==> src/inc/aux_irq_pkg.sv <==
// Purpose: constants and carriers for the auxiliary control and interrupt enable registers
// Assumes: 8-bit special-function register bus from the core
// Notes: bit positions and reset values of both registers
package aux_irq_pkg;
    localparam logic [7:0] AUX_CTRL_ADDR = 8'h8E;
    localparam logic [7:0] IRQ_EN_ADDR = 8'hA8;
    localparam int AUX_LOWCON_BIT = 6;
    localparam int AUX_XMEM_BIT = 1;
    localparam int AUX_ALE_OFF_BIT = 0;
    localparam int IE_GLOBAL_BIT = 7;
    localparam int IE_SERIAL_BIT = 4;
    localparam int IE_T1_BIT = 3;
    localparam int IE_X1_BIT = 2;
    localparam int IE_T0_BIT = 1;
    localparam int IE_X0_BIT = 0;
    localparam logic [7:0] AUX_WRITE_MASK = 8'h43;
    localparam logic [7:0] IE_WRITE_MASK = 8'h9F;
    localparam logic [7:0] AUX_RESET = 8'h00;
    localparam logic [7:0] IE_RESET = 8'h00;
    localparam int NUM_SRC = 5;

    // raw interrupt requests, one per source
    typedef struct packed {
        logic serial;
        logic timer1;
        logic ext1;
        logic timer0;
        logic ext0;
    } irq_src_t;

    // bus cycle types that may need the latch strobe
    typedef struct packed {
        logic internal_fetch;
        logic external_fetch;
        logic data_move;
        logic table_read;
    } cycle_kind_t;

    typedef enum {ALE_NORMAL, ALE_QUIET} ale_mode_t;
endpackage

==> src/aux_irq_regs.sv <==
// Purpose: auxiliary control and interrupt enable special-function registers
// Assumes: core issues single-cycle reads and writes with an 8-bit address
// Notes: reserved bits are not stored and read back as zero
`default_nettype none

// How it works
// RQ1: bit 6 of the auxiliary register high selects low-consumption mode, low selects standard.
// RQ2: bit 1 of the auxiliary register sends expanded data memory accesses on-chip (0) or off-chip (1).
// RQ3: bit 0 of the auxiliary register high stops the latch strobe on internal code fetches.
// RQ4: reset clears auxiliary bits 7, 6, 1 and 0.
// RQ5: software never sets reserved bits and treats reserved read data as indeterminate.
// RQ6: a clear global enable blocks every interrupt source.
// RQ7: with the global enable set, each source follows its own enable bit.
// RQ8: interrupt-enable bit 4 gates the serial port interrupt.
// RQ9: bits 1 and 3 gate the timer 0 and timer 1 overflow interrupts.
// RQ10: bits 0 and 2 gate external interrupts 0 and 1.
// RQ11: reset clears the global enable and all five individual enables.
// RQ12: the strobe still pulses for external data moves, table reads and external fetches.
// RQ13: while the strobe is suppressed the pin is not driven, only weakly pulled high.
// RQ14: reserved-bit writes change nothing, and new values act from the next clock.
module aux_irq_regs
    import aux_irq_pkg::*;
(
    input wire logic sys_clk,
    input wire logic rst_b,
    input wire logic [7:0] sfr_addr,
    input wire logic sfr_wr,
    input wire logic sfr_rd,
    input wire logic [7:0] sfr_wdata,
    output logic [7:0] sfr_rdata,
    output logic sfr_hit,
    input wire aux_irq_pkg::irq_src_t irq_req,
    output aux_irq_pkg::irq_src_t irq_accept,
    input wire aux_irq_pkg::cycle_kind_t bus_cycle,
    input wire logic ale_pulse,
    output logic ale_out,
    output logic ale_oe,
    output logic low_consumption_select,
    output logic external_xmem_select
);
    import aux_irq_pkg::*;

    logic [7:0] aux_ff;
    logic [7:0] ie_ff;
    logic [7:0] rdata_ff;
    logic [7:0] nxt_rdata;
    logic [NUM_SRC-1:0] en_vec;
    logic [NUM_SRC-1:0] req_vec;
    logic [NUM_SRC-1:0] acc_vec;
    logic strobe_needed;
    ale_mode_t ale_mode;

    // the gate vector is indexed by source, so it must match the request struct
    if (NUM_SRC != $bits(irq_src_t))
    begin : g_bad_src_count
        $error("source count does not match the request struct");
    end

    // each mask keeps exactly the defined control bits and drops the reserved ones
    if (AUX_WRITE_MASK != ((8'h01 << AUX_LOWCON_BIT) | (8'h01 << AUX_XMEM_BIT)
                           | (8'h01 << AUX_ALE_OFF_BIT)))
    begin : g_bad_aux_mask
        $error("auxiliary write mask does not match its control bits");
    end

    if (IE_WRITE_MASK != ((8'h01 << IE_GLOBAL_BIT) | (8'h01 << IE_SERIAL_BIT)
                          | (8'h01 << IE_T1_BIT) | (8'h01 << IE_X1_BIT)
                          | (8'h01 << IE_T0_BIT) | (8'h01 << IE_X0_BIT)))
    begin : g_bad_ie_mask
        $error("interrupt enable write mask does not match its enable bits");
    end

    // reserved bits masked so they never reach state
    always_ff @(posedge sys_clk or negedge rst_b)
    begin
        if (!rst_b)
            aux_ff <= AUX_RESET; // RQ4
        else if (sfr_wr && sfr_addr == AUX_CTRL_ADDR)
            aux_ff <= sfr_wdata & AUX_WRITE_MASK; // RQ14
    end

    always_ff @(posedge sys_clk or negedge rst_b)
    begin
        if (!rst_b)
            ie_ff <= IE_RESET; // RQ11
        else if (sfr_wr && sfr_addr == IRQ_EN_ADDR)
            ie_ff <= sfr_wdata & IE_WRITE_MASK; // RQ14
    end

    // unmapped reads return zero; without a read strobe the last word stays on the bus
    always_comb
    begin
        nxt_rdata = rdata_ff;
        if (sfr_rd)
        begin
            case (sfr_addr)
                AUX_CTRL_ADDR: nxt_rdata = aux_ff;
                IRQ_EN_ADDR: nxt_rdata = ie_ff;
                default: nxt_rdata = '0;
            endcase
        end
    end

    always_ff @(posedge sys_clk or negedge rst_b)
    begin
        if (!rst_b)
            rdata_ff <= '0;
        else
            rdata_ff <= nxt_rdata;
    end

    assign sfr_rdata = rdata_ff;
    assign sfr_hit = (sfr_addr == AUX_CTRL_ADDR) || (sfr_addr == IRQ_EN_ADDR);

    assign low_consumption_select = aux_ff[AUX_LOWCON_BIT]; // RQ1
    assign external_xmem_select = aux_ff[AUX_XMEM_BIT]; // RQ2

    assign en_vec = {ie_ff[IE_SERIAL_BIT], ie_ff[IE_T1_BIT], ie_ff[IE_X1_BIT],
                     ie_ff[IE_T0_BIT], ie_ff[IE_X0_BIT]}; // RQ8 RQ9 RQ10
    assign req_vec = irq_req;

    genvar gi;
    generate
        for (gi = 0; gi < NUM_SRC; gi++)
        begin : g_gate
            // one gate per source, all under the global enable
            assign acc_vec[gi] = req_vec[gi] & en_vec[gi] & ie_ff[IE_GLOBAL_BIT]; // RQ6 RQ7
        end
    endgenerate

    assign irq_accept = acc_vec;

    // any cycle with no external kind may go quiet; external cycles keep the strobe
    assign strobe_needed = bus_cycle.data_move | bus_cycle.table_read
                         | bus_cycle.external_fetch; // RQ12

    always_comb
    begin
        ale_mode = ALE_NORMAL;
        case ({aux_ff[AUX_ALE_OFF_BIT], strobe_needed})
            2'h2: ale_mode = ALE_QUIET; // RQ3
            default: ale_mode = ALE_NORMAL;
        endcase
    end

    // released pin is left to the pad's weak pull-up
    assign ale_oe = (ale_mode == ALE_NORMAL); // RQ13
    assign ale_out = ale_oe & ale_pulse;

    // interrupt gating
    chk_global_block: assert property (@(posedge sys_clk) disable iff (!rst_b) // RQ6
        !ie_ff[IE_GLOBAL_BIT] |-> irq_accept == 5'h00)
        else $error("interrupt accepted with global enable clear");

    chk_serial_gate: assert property (@(posedge sys_clk) disable iff (!rst_b) // RQ8
        ie_ff[IE_GLOBAL_BIT] |-> irq_accept.serial == (irq_req.serial & ie_ff[IE_SERIAL_BIT]))
        else $error("serial gate wrong");

    chk_timer_gate: assert property (@(posedge sys_clk) disable iff (!rst_b) // RQ9
        ie_ff[IE_GLOBAL_BIT] |-> irq_accept.timer0 == (irq_req.timer0 & ie_ff[IE_T0_BIT])
            && irq_accept.timer1 == (irq_req.timer1 & ie_ff[IE_T1_BIT]))
        else $error("timer gate wrong");

    chk_ext_gate: assert property (@(posedge sys_clk) disable iff (!rst_b) // RQ10 RQ7
        ie_ff[IE_GLOBAL_BIT] |-> irq_accept.ext0 == (irq_req.ext0 & ie_ff[IE_X0_BIT])
            && irq_accept.ext1 == (irq_req.ext1 & ie_ff[IE_X1_BIT]))
        else $error("external gate wrong");

    chk_ie_write: assert property (@(posedge sys_clk) disable iff (!rst_b) // RQ7 RQ14
        sfr_wr && sfr_addr == IRQ_EN_ADDR |=> ie_ff == ($past(sfr_wdata) & IE_WRITE_MASK))
        else $error("enable write not applied next cycle");

    // register writes land on the next edge and nothing else moves them
    chk_aux_write: assert property (@(posedge sys_clk) disable iff (!rst_b) // RQ1 RQ2 RQ3 RQ14
        sfr_wr && sfr_addr == AUX_CTRL_ADDR |=>
            low_consumption_select == $past(sfr_wdata[AUX_LOWCON_BIT])
            && external_xmem_select == $past(sfr_wdata[AUX_XMEM_BIT])
            && aux_ff[AUX_ALE_OFF_BIT] == $past(sfr_wdata[AUX_ALE_OFF_BIT]))
        else $error("auxiliary write not applied next cycle");

    chk_aux_hold: assert property (@(posedge sys_clk) disable iff (!rst_b) // RQ14
        !(sfr_wr && sfr_addr == AUX_CTRL_ADDR) |=> $stable(aux_ff))
        else $error("auxiliary register changed without a write");

    chk_ie_hold: assert property (@(posedge sys_clk) disable iff (!rst_b) // RQ14
        !(sfr_wr && sfr_addr == IRQ_EN_ADDR) |=> $stable(ie_ff))
        else $error("enable register changed without a write");

    chk_unmapped_write: assert property (@(posedge sys_clk) disable iff (!rst_b) // RQ14
        sfr_wr && !sfr_hit |=> $stable(aux_ff) && $stable(ie_ff))
        else $error("unmapped write changed a register");

    chk_aux_reserved: assert property (@(posedge sys_clk) disable iff (!rst_b) // RQ14
        (aux_ff & ~AUX_WRITE_MASK) == '0)
        else $error("reserved auxiliary bit stored");

    chk_ie_reserved: assert property (@(posedge sys_clk) disable iff (!rst_b) // RQ14
        (ie_ff & ~IE_WRITE_MASK) == '0)
        else $error("reserved enable bit stored");

    // latch strobe pin
    chk_ale_quiet: assert property (@(posedge sys_clk) disable iff (!rst_b) // RQ3 RQ13
        aux_ff[AUX_ALE_OFF_BIT] && bus_cycle.internal_fetch && !strobe_needed
            |-> !ale_oe && !ale_out)
        else $error("strobe driven while suppressed");

    chk_ale_restore: assert property (@(posedge sys_clk) disable iff (!rst_b) // RQ3
        !aux_ff[AUX_ALE_OFF_BIT] |-> ale_oe && ale_out == ale_pulse)
        else $error("strobe not restored with suppression off");

    chk_ale_kept: assert property (@(posedge sys_clk) disable iff (!rst_b) // RQ12
        strobe_needed |-> ale_oe && ale_out == ale_pulse)
        else $error("strobe lost on external cycle");

    chk_ale_released: assert property (@(posedge sys_clk) disable iff (!rst_b) // RQ13
        !ale_oe |-> !ale_out)
        else $error("strobe level shown on a released pin");

    // reset
    chk_reset_vals: assert property (@(posedge sys_clk) // RQ4 RQ11
        $rose(rst_b) |-> aux_ff == AUX_RESET && ie_ff == IE_RESET)
        else $error("reset values wrong");
endmodule

`default_nettype wire
==> config.mk <==
export PLATFORM = sky130hd
export DESIGN_NAME = aux_irq_regs
export DESIGN_NICKNAME = d
export VERILOG_FILES = /design/src/inc/aux_irq_pkg.sv /design/src/aux_irq_regs.sv
export SDC_FILE = /design/constraint.sdc
export NUM_CORES = 1
export LEC_CHECK = 0
export ABC_AREA = 1
export BUFFER_PORTS_ARGS = -buffer_cell sky130_fd_sc_hd__clkbuf_2
export CAP_MARGIN = 30
export CORE_ASPECT_RATIO = 0.9
export CORE_MARGIN = 1
export CORE_UTILIZATION = 38
export CTS_CLUSTER_SIZE = 16
export DETAILED_ROUTE_END_ITERATION = 7
export PLACE_DENSITY = 0.86
export SYNTH_ARGS = -nofsm -noshare
export SYNTH_HDL_FRONTEND = slang
export SYNTH_SLANG_ARGS = --single-unit
==> constraint.sdc <==
create_clock -name sys_clk -period 0.8 [get_ports sys_clk]
set_clock_uncertainty 0.1 [all_clocks]
set_input_delay 0.12 -clock sys_clk [delete_from_list [all_inputs] [get_ports sys_clk]]
set_output_delay 0.12 -clock sys_clk [all_outputs]
set_load 0.03 [all_outputs]
==> results of run 1 <==
[logic make-up after synthesis]
kind of cell           count (synthesis)
and+or+nand+nor                       59
other                                  1
DFF                                   16
AOI/OAI and AO/OA                     15
buffers and inverters                 18
[Yosys cell counts]
cell type,number,share of area
o21ai_2,6,0.063
dfrtp_1,16,0.48
nand2_1,43,0.19
buf_4,1,0.0091
buf_2,1,0.0060
nand3_1,4,0.024
inv_1,15,0.068
o21ai_1,3,0.018
o21ai_0,5,0.030
buf_6,1,0.014
nand3_2,2,0.024
nor2_2,2,0.015
nor3_1,1,0.0060
a21boi_0,1,0.0091
nor2_1,7,0.032
conb_1,1,0.0045
[timing repair]
item,4_1_cts
setup endpoints to repair,29
gates cloned,1
hold buffers,6
resized for setup,66
setup buffers,14
pin swaps,14
hold endpoints to repair,25
[per-stage QoR]
step | instance area [um^2] | utilization
global placement | 1310 | 0.657
detailed placement | 1310 | 0.657
floorplan | 991 | -
CTS | 1820 | 0.916
==> results.sh, run 1 <==
export IMPL_antenna_found_initial=0
export IMPL_dieWidth_um=51.3
export IMPL_initial_utilization=0.417
export IMPL_netlist_area_um2=830
export IMPL_status="aborted with a tool error"
export IMPL_synthMuxAreaShare=0
export IMPL_grt_max_degree=17
export IMPL_synth_simple_gate_area_share=0.296
export IMPL_die_height_um=46.3
export IMPL_ys_types=16
export IMPL_numCtsBuffers=3
export IMPL_worstEndpointGrtRepair="irq_accept[2]"
export IMPL_synth_fa_ha_area_frac=0
export IMPL_cts_buffer_depth=2
export IMPL_dp_cells=185
export IMPL_root_buffer="clkbuf_4"
export IMPL_yosysWarnings=0
export IMPL_yosys_register_bits=16
export IMPL_worstEndpointType="top-level output"
export IMPL_postSynthCellCount=109
export IMPL_synthXorXnorAreaFrac=0
export IMPL_synth_top_family_by_area="simple AND/OR/NAND/NOR gates"
export IMPL_io_pin_count=48
export IMPL_firstError="[ERROR DPL-0033] detailed placement checks failed during check placement."
export IMPL_numPortBuffers=44
export IMPL_cts_htree_levels=1
export IMPL_clkSinkCount=16
export IMPL_place_congestion=0.740
export IMPL_post_place_ws_ps=-391
export IMPL_syn_area_per_cell_um2=7.61
export IMPL_syn_nets=139
export IMPL_dpl_hpwl_mm=1.89
export IMPL_stop_stage="global routing"
export IMPL_synth_compound_area_frac=0.121
export IMPL_rows=15
export IMPL_ys_seq_area_frac=0.483
==> run 2, diff against run 1 <==
CORE_AREA = 2 2 63 65   (was not set)
CORE_ASPECT_RATIO = not set   (was 0.9)
CORE_MARGIN = not set   (was 1)
CORE_UTILIZATION = not set   (was 38)
CTS_CLUSTER_SIZE = not set   (was 16)
DIE_AREA = 0 0 65 67   (was not set)
PLACE_DENSITY = not set   (was 0.86)
PLACE_DENSITY_LB_ADDON = 0.15   (was not set)
clock period = 1.04 ns   (was 0.8 ns; I/O delays follow)
==> run 2 against run 1 <==
The flow now finishes, with violations (setup timing). Area after synthesis unchanged. Synthesized cell count unchanged.
==> results.sh, run 2 <==
export IMPL_cp_slowest_stage_delay_ps=410
export IMPL_antenna_found_initial=0
export IMPL_synth_top_flop_cell="dfrtp_1"
export IMPL_cp_data_arrival_time_ps=990
export IMPL_die_height_um=67
export IMPL_grt_pass1_wl_mm=3.98
export IMPL_netlist_top_cells_area="dfrtp_1 48%, nand2_1 19%, inv_1 6.8%"
export IMPL_yosysWarnings=0
export IMPL_postSynthCellCount=109
export IMPL_initial_utilization=0.230
export IMPL_max_freq_mhz=801
export IMPL_wire_per_inst_um=10.7
export IMPL_grt_pass1_vias=954
export IMPL_cts_tree="built"
export IMPL_root_buffer="clkbuf_8"
export IMPL_leakage_nw=0.850
export IMPL_worstPathRequired_ps=780
export IMPL_cp_end_kind="output port"
export IMPL_postSynth_asyncResetShare=1.00
export IMPL_synth_top_area_share=0.483
export IMPL_mostFrequentLayoutCell="nand2_1"
export IMPL_cts_buffer_depth=2
export IMPL_hold_path_class="in2reg"
export IMPL_antenna_cells=0
export IMPL_cp_slowest_cell="dfrtp_1"
export IMPL_numCtsBuffers=3
export IMPL_worst_setup_path_start_kind="flop"
export IMPL_drt_wl_total_mm=2.48
export IMPL_syn_nets=139
export IMPL_min_path_cells=3
export IMPL_power_density_nw_per_um2=874
export IMPL_cp_max_fo=5
export IMPL_yosys_register_bits=16
export IMPL_rsz0062_at_grt="true"
export IMPL_rows=22
export IMPL_grtUsageTotal=0.118
export IMPL_firstDrtPassIters=4
export IMPL_crit_chain="inv_4 > nor2_2 > clkbuf_8"
export IMPL_final_util=0.462
export IMPL_dp_cells=208
export IMPL_synth_edf_count=0
export IMPL_clkSinkCount=16
export IMPL_hold_viol=0
export IMPL_dpl_hpwl_mm=1.72
export IMPL_ant_nets=0
export IMPL_slew_violations=0
export IMPL_placed_area_um2=1180
export IMPL_finalPower_mw=1.46
export IMPL_vias=939
export IMPL_status="finished, violations left"
export IMPL_clk_pin_slew_worst_paths_ps=70
export IMPL_rr_worst_depth=5
export IMPL_synth_top_area_cell="dfrtp_1"
export IMPL_dieWidth_um=65
export IMPL_cts_htree_levels=1
export IMPL_numPortBuffers=44
export IMPL_io_pin_count=48
export IMPL_crit_type="reg2out"
export IMPL_netlist_area_um2=830
export IMPL_violations="setup timing"
export IMPL_via_per_inst=4.06
export IMPL_min_period_over_period=1.20
export IMPL_post_place_ws_ps=-106
export IMPL_grt_overflow_total=0
export IMPL_drt_iter0_markers=14
export IMPL_synth_common_cells="43 x nand2_1, 16 x dfrtp_1, 15 x inv_1"
export IMPL_grt_max_degree=17
export IMPL_fin_setup_tns_ps=-1350
export IMPL_drc=0
export IMPL_fillers=361
export IMPL_die_area_um2=4360
export IMPL_area_delta_synth_final_pct=101
export IMPL_maxCapViolCount=0
export IMPL_ys_types=16
export IMPL_coreArea_um2=3610
export IMPL_layout_drive_gt1_share=0.617
export IMPL_peakVddDrop_v=0.000511
export IMPL_timing_hold_ws_ps=14.8
export IMPL_mostFrequentLayoutCells="30 x nand2_1, 27 x clkbuf_2, 25 x buf_4, 16 x dfrtp_1, 14 x buf_8"
export IMPL_place_congestion=0.700
export IMPL_setup_viol=14
export IMPL_fin_nets=214
export IMPL_yosysMostFrequentCell="nand2_1"
export IMPL_syn_area_per_cell_um2=7.61
export IMPL_setup_slack_ps=-208
export IMPL_ys_seq_area_frac=0.483
export IMPL_largest_reg_flops=7
export IMPL_period_minus_slack_ps=1250
export IMPL_clk_latency_ps=250
export IMPL_postLayoutCellArea_um2=1670
export IMPL_layout_cells_non_filler=231
[run 2: worst max-delay path, delay by kind of cell (launching register included)]
kind                   cells  cell delay, ps
buffers and inverters      2             280
flip-flops                 1             410
AND/OR/NAND/NOR            1              50
[run 2: area by class of cell]
type	count	area (um^2)	share of cell area
sequential	16	400	0.240
clock buffer	4	55.1	0.0331
multi-input combinational	75	450	0.270
tap	48	60.1	0.0361
inverter	15	58.8	0.0353
timing repair buffer	73	641	0.385
[run 2: timing repair]
item                                   CTS  global route
endpoints found under the hold margin   16             0
setup endpoints to repair               17            27
pin swaps                               13             9
hold buffers                             1             0
resized for setup                       47            41
gates cloned                             0             1
buffers inserted                        16             2
[run 2: kinds of logic (layout without fill, tap and decap cells)]
| family | count (synthesis) | in the layout | share of synthesized area |
|---|---|---|---|
| AOI/OAI and AO/OA | 15 | 15 | 0.121 |
| DFF | 16 | 16 | 0.483 |
| other | 1 | 1 | 0.00452 |
| and+or+nand+nor | 59 | 59 | 0.296 |
| buffers and inverters | 18 | 92 | 0.0965 |
[run 2: worst paths after layout]
kind                               from            end  slack (ps)
setup / recovery               ie_ff[7]  irq_accept[2]        -210
hold / removal             sfr_wdata[6]      aux_ff[6]          10
setup reg to reg              aux_ff[0]   sfr_rdata[0]          40
hold reg to reg            sfr_rdata[0]   sfr_rdata[0]         430
max in group asynchronous         rst_b       ie_ff[2]         280
min in group asynchronous         rst_b   sfr_rdata[6]         270
[run 2: report_power, final]
group	leakage [nW]	internal [mW]	total, mW	switching, mW
combinational	0.599	0.117	0.249	0.132
sequential	0.222	0.639	0.653	0.0137
clock	0.0288	0.336	0.554	0.219
[run 2: layer usage]
| metal | part of all wire | track usage | up-vias |
|---|---|---|---|
| li1 | - | - | 482 |
| met1 | 0.40 | 0.130 | 435 |
| met2 | 0.56 | 0.229 | 18 |
| met3 | 0.034 | 0.0287 | 4 |
| met4 | 0.0081 | 0.0239 | 0 |
| met5 | 0 | 0 | - |
Power figures use the tool's default switching activity.
==> run 3, diff against run 2 <==
CTS_BUF_LIST = sky130_fd_sc_hd__clkbuf_16   (was not set)
==> run 3 against run 2 <==
Routed wire length increased by 2.9%. The run still ends with setup timing left. Critical endpoint is now irq_accept[0]. Largest cell class unchanged. Cell area up 1.7%. Maximum frequency rose by 1.2%.
==> results.sh, run 3 (synthesis gave the netlist of run 2 again) <==
export IMPL_numCtsBuffers=3
export IMPL_root_buffer="clkbuf_16"
export IMPL_peakVddDrop_v=0.000498
export IMPL_power_density_nw_per_um2=978
export IMPL_placed_area_um2=1180
export IMPL_setup_viol=11
export IMPL_cts_tree="built"
export IMPL_hold_path_class="in2reg"
export IMPL_drt_wl_total_mm=2.55
export IMPL_antenna_cells=0
export IMPL_dieWidth_um=65
export IMPL_cp_end_kind="output port"
export IMPL_cts_buffer_depth=2
export IMPL_leakage_nw=0.860
export IMPL_timing_hold_ws_ps=23.4
export IMPL_die_area_um2=4360
export IMPL_postLayoutCellArea_um2=1690
export IMPL_place_congestion=0.700
export IMPL_fillers=355
export IMPL_firstDrtPassIters=4
export IMPL_clk_pin_slew_worst_paths_ps=50
export IMPL_cp_data_arrival_time_ps=980
export IMPL_area_delta_synth_final_pct=104
export IMPL_via_per_inst=4.10
export IMPL_setup_slack_ps=-193
export IMPL_period_minus_slack_ps=1230
export IMPL_vias=946
export IMPL_grt_overflow_total=0
export IMPL_cp_slowest_cell="dfrtp_1"
export IMPL_register_area_um2=400
export IMPL_coreArea_um2=3610
export IMPL_mostFrequentLayoutCells="28 x nand2_1, 27 x clkbuf_2, 25 x buf_4, 16 x dfrtp_1, 14 x nand2_2"
export IMPL_status="finished, violations left"
export IMPL_crit_cells=3
export IMPL_ant_nets=0
export IMPL_rsz0062_at_grt="true"
export IMPL_clkSinkCount=16
export IMPL_io_pin_count=48
export IMPL_slew_violations=0
export IMPL_die_height_um=67
export IMPL_numPortBuffers=44
export IMPL_cp_slowest_stage_delay_ps=390
export IMPL_crit_buf_inv=2
export IMPL_rows=22
export IMPL_multiInputGateArea_um2=455
export IMPL_worst_setup_path_start_kind="flop"
export IMPL_grt_pass1_wl_mm=3.98
export IMPL_grtUsageTotal=0.121
export IMPL_antenna_found_initial=0
export IMPL_min_period_over_period=1.19
export IMPL_fin_nets=214
export IMPL_grt_pass1_vias=950
export IMPL_grt_max_degree=17
export IMPL_wire_per_inst_um=11.0
export IMPL_maxCapViolCount=0
export IMPL_initial_utilization=0.230
export IMPL_min_path_cells=3
export IMPL_drt_iter0_markers=21
export IMPL_crit_chain="inv_4 > nor2_4 > buf_8"
export IMPL_crit_type="reg2out"
export IMPL_cts_htree_levels=1
export IMPL_largest_reg_flops=7
export IMPL_crit_family="flip-flops"
export IMPL_clk_latency_ps=240
export IMPL_drc=0
export IMPL_dpl_hpwl_mm=1.72
export IMPL_layout_drive_gt1_share=0.628
export IMPL_mostFrequentLayoutCell="nand2_1"
export IMPL_finalPower_mw=1.66
export IMPL_hold_viol=0
export IMPL_rr_worst_depth=5
export IMPL_worstPathRequired_ps=780
export IMPL_max_freq_mhz=811
export IMPL_cp_max_fo=5
export IMPL_violations="setup timing"
export IMPL_final_util=0.469
run 3: final cells by class:
type                            count  area share
Inverter                           15      0.0347
Clock inverter                      1     0.00222
Tap cell                           48      0.0355
Timing Repair Buffer               73       0.378
Multi-Input combinational cell     75       0.269
Sequential cell                    16       0.237
Clock buffer                        3      0.0443
run 3: stage by stage:
stage / std cells / setup WS, ps / TNS (ps)
after global placement: 208 / -91.3 / -862
final: 231 / -193 / -1220
after floorplan: 109 / -57.7 / -289
after CTS: 229 / -184 / -1280
after global routing: 231 / -234 / -1790
after detailed placement: 208 / -106 / -1040
run 3: final timing paths:
kind	from	endpoint	slack [ps]
setup / recovery	ie_ff[7]	irq_accept[0]	-190
hold / removal	sfr_wdata[6]	aux_ff[6]	20
setup reg to reg	aux_ff[1]	sfr_rdata[1]	50
min in group asynchronous	rst_b	sfr_rdata[6]	270
max in group asynchronous	rst_b	ie_ff[0]	290
hold reg to reg	sfr_rdata[0]	sfr_rdata[0]	420
run 3: timing repair:
item / 4_1_cts / 5_1_grt
pin swaps: 13 / 8
resized for setup: 47 / 43
setup buffers: 16 / 1
endpoints found under the hold margin: 16 / 0
hold buffers: 1 / 0
setup endpoints to repair: 17 / 27
cloned: 0 / 1
run 3: report_power, final:
part | internal (mW) | switching (mW)
combinational | 0.119 | 0.134
sequential | 0.640 | 0.0129
clock | 0.510 | 0.240
total | 1.27 | 0.387
run 3: per-layer routing:
| metal | up-vias | global-route usage | wire length (um) |
|---|---|---|---|
| met5 | - | 0 | 0 |
| met4 | 0 | 0.0399 | 0 |
| met3 | 0 | 0.0287 | 85 |
| li1 | 483 | - | - |
| met1 | 443 | 0.129 | 1000 |
| met2 | 20 | 0.231 | 1470 |
run 3: worst min-delay path, cell delays in order:
cell and delay [ps]:
clkbuf_2 80, inv_1 40, o21ai_1 50
==> run 4, diff against run 3 <==
RECOVER_POWER = 100   (was not set)
SKIP_LAST_GASP = 1   (was not set)
==> run 4 against run 3 <==
The flow still finishes with violations (setup timing). Global-route usage stayed put. Sequential share of layout area grew 0.070 points. Cell area fell by 0.30%. Utilization fell by 0.14 points. Clock-buffer cell count stayed put. Sequential cell count unchanged. Combinational power about the same. Cell count unchanged. Total power about the same. Register-to-register slack about the same. Non-clock buffer count stayed put. Hold slack hardly changed. Largest power group unchanged.
==> results.sh, run 4 (synthesis gave the netlist of run 2 again) <==
export IMPL_r2r_start="aux_ff[1]"
export IMPL_cts_buffer_depth=2
export IMPL_grtUsageTotal=0.121
export IMPL_crit_family="flip-flops"
export IMPL_ant_nets=0
export IMPL_drc=0
export IMPL_worstPathRequired_ps=780
export IMPL_io_pin_count=48
export IMPL_min_path_cells=3
export IMPL_crit_cells=3
export IMPL_slew_violations=0
export IMPL_finalPower_mw=1.65
export IMPL_whs_endpoint="aux_ff[6]"
export IMPL_clkSinkCount=16
export IMPL_timing_hold_ws_ps=23.3
export IMPL_initial_utilization=0.230
export IMPL_setup_slack_ps=-194
export IMPL_maxCapViolCount=0
export IMPL_rows=22
export IMPL_largest_reg_flops=7
export IMPL_r2r_end="sfr_rdata[1]"
export IMPL_mostFrequentLayoutCell="nand2_1"
export IMPL_grt_pass1_wl_mm=3.98
export IMPL_cts_tree="built"
export IMPL_rsz0062_at_grt="true"
export IMPL_drt_iter0_markers=21
export IMPL_via_per_inst=4.08
export IMPL_status="finished, violations left"
export IMPL_grt_overflow_total=0
export IMPL_die_height_um=67
export IMPL_cp_max_fo=5
export IMPL_violations="setup timing"
export IMPL_antenna_found_initial=0
export IMPL_wire_per_inst_um=11.1
export IMPL_hold_viol=0
export IMPL_cp_data_arrival_time_ps=980
export IMPL_cp_slowest_stage_delay_ps=390
export IMPL_drt_wl_total_mm=2.57
export IMPL_cp_end_kind="output port"
export IMPL_highest_layer="met3"
export IMPL_antenna_cells=0
export IMPL_crit_buf_inv=2
export IMPL_rrSetupSlack_ps=40
export IMPL_cts_htree_levels=1
export IMPL_routed_wl_met2_mm=1.47
export IMPL_m1WireLength_mm=1.01
export IMPL_coreArea_um2=3610
export IMPL_setup_viol=20
export IMPL_dieWidth_um=65
export IMPL_fillers=355
export IMPL_numCtsBuffers=3
export IMPL_worst_setup_path_start_kind="flop"
export IMPL_hold_path_class="in2reg"
export IMPL_power_density_nw_per_um2=980
export IMPL_vias=942
export IMPL_multiInputGateArea_um2=450
export IMPL_wl_met3_um=84
export IMPL_hp_start="sfr_wdata[6]"
export IMPL_register_area_um2=400
export IMPL_cp_slowest_cell="dfrtp_1"
export IMPL_mostFrequentLayoutCells="28 x nand2_1, 27 x clkbuf_2, 23 x buf_4, 16 x dfrtp_1, 14 x nand2_2"
export IMPL_dpl_hpwl_mm=1.72
export IMPL_fin_nets=214
export IMPL_crit_type="reg2out"
export IMPL_root_buffer="clkbuf_16"
export IMPL_crit_chain="inv_4 > nor2_4 > buf_8"
export IMPL_clk_pin_slew_worst_paths_ps=50
export IMPL_max_freq_mhz=811
export IMPL_numPortBuffers=44
export IMPL_area_delta_synth_final_pct=103
export IMPL_layout_drive_gt1_share=0.628
export IMPL_grt_pass1_vias=950
export IMPL_period_minus_slack_ps=1230
export IMPL_leakage_nw=0.859
export IMPL_min_period_over_period=1.19
export IMPL_clk_latency_ps=240
export IMPL_peakVddDrop_v=0.000495
export IMPL_firstDrtPassIters=4
export IMPL_die_area_um2=4360
export IMPL_rr_worst_depth=5
export IMPL_grt_max_degree=17
export IMPL_place_congestion=0.700
==> run 4: cell count changes in the layout (fill, tap and decap cells not counted), sizes merged <==
cell,delta
buf,-2
clkbuf,+2
==> run 4: what timing repair did <==
item / CTS / global route
buffers inserted: 16 / 1
hold buffers: 1 / 0
hold endpoints to repair: 16 / 0
endpoints found under the setup margin: 17 / 27
pin swaps: 13 / 7
resized for setup: 47 / 43
gates cloned: 0 / 1
==> run 4: worst max-delay path by stage <==
stage                      startpoint             to
final                        ie_ff[7]  irq_accept[0]
after global routing         ie_ff[7]  irq_accept[4]
after CTS                    ie_ff[7]  irq_accept[1]
after detailed placement  sfr_addr[6]      aux_ff[1]
after global placement    sfr_addr[0]        sfr_hit
after floorplan              ie_ff[7]  irq_accept[0]
==> run 4: per-stage QoR <==
| step | util | TNS (ps) | cells | worst slack [ps] | area (um^2) |
|---|---|---|---|---|---|
| final | 0.468 | -1360 | 231 | -194 | 1690 |
| after global routing | 0.468 | -2360 | 231 | -234 | 1690 |
| after CTS | 0.432 | -1280 | 229 | -184 | 1560 |
| after detailed placement | 0.327 | -1040 | 208 | -106 | 1180 |
| after global placement | 0.327 | -862 | 208 | -91.3 | 1180 |
| after floorplan | - | -289 | 109 | -57.7 | 833 |
==> run 4: power breakdown <==
group | internal [mW] | switching, mW
clock | 0.510 | 0.240
combinational | 0.118 | 0.132
sequential | 0.640 | 0.0129
==> run 4: cell type report <==
class                   instances  share of cell area
clock buffers                   3              0.0445
repair buffers                 73               0.379
well taps                      48              0.0356
flip-flops and latches         16               0.237
clock inverters                 1             0.00222
multi-input cells              75               0.267
inverters                      15              0.0348
==> run 4: tightest hold or removal path, stage by stage <==
cell and delay [ps]:
clkbuf_2 80, inv_1 40, o21ai_1 50
==> run 4: layer usage <==
layer | vias up | global-route usage
met5 | - | 0
met2 | 18 | 0.231
li1 | 482 | -
met4 | 0 | 0.0399
met1 | 442 | 0.129
met3 | 0 | 0.0287
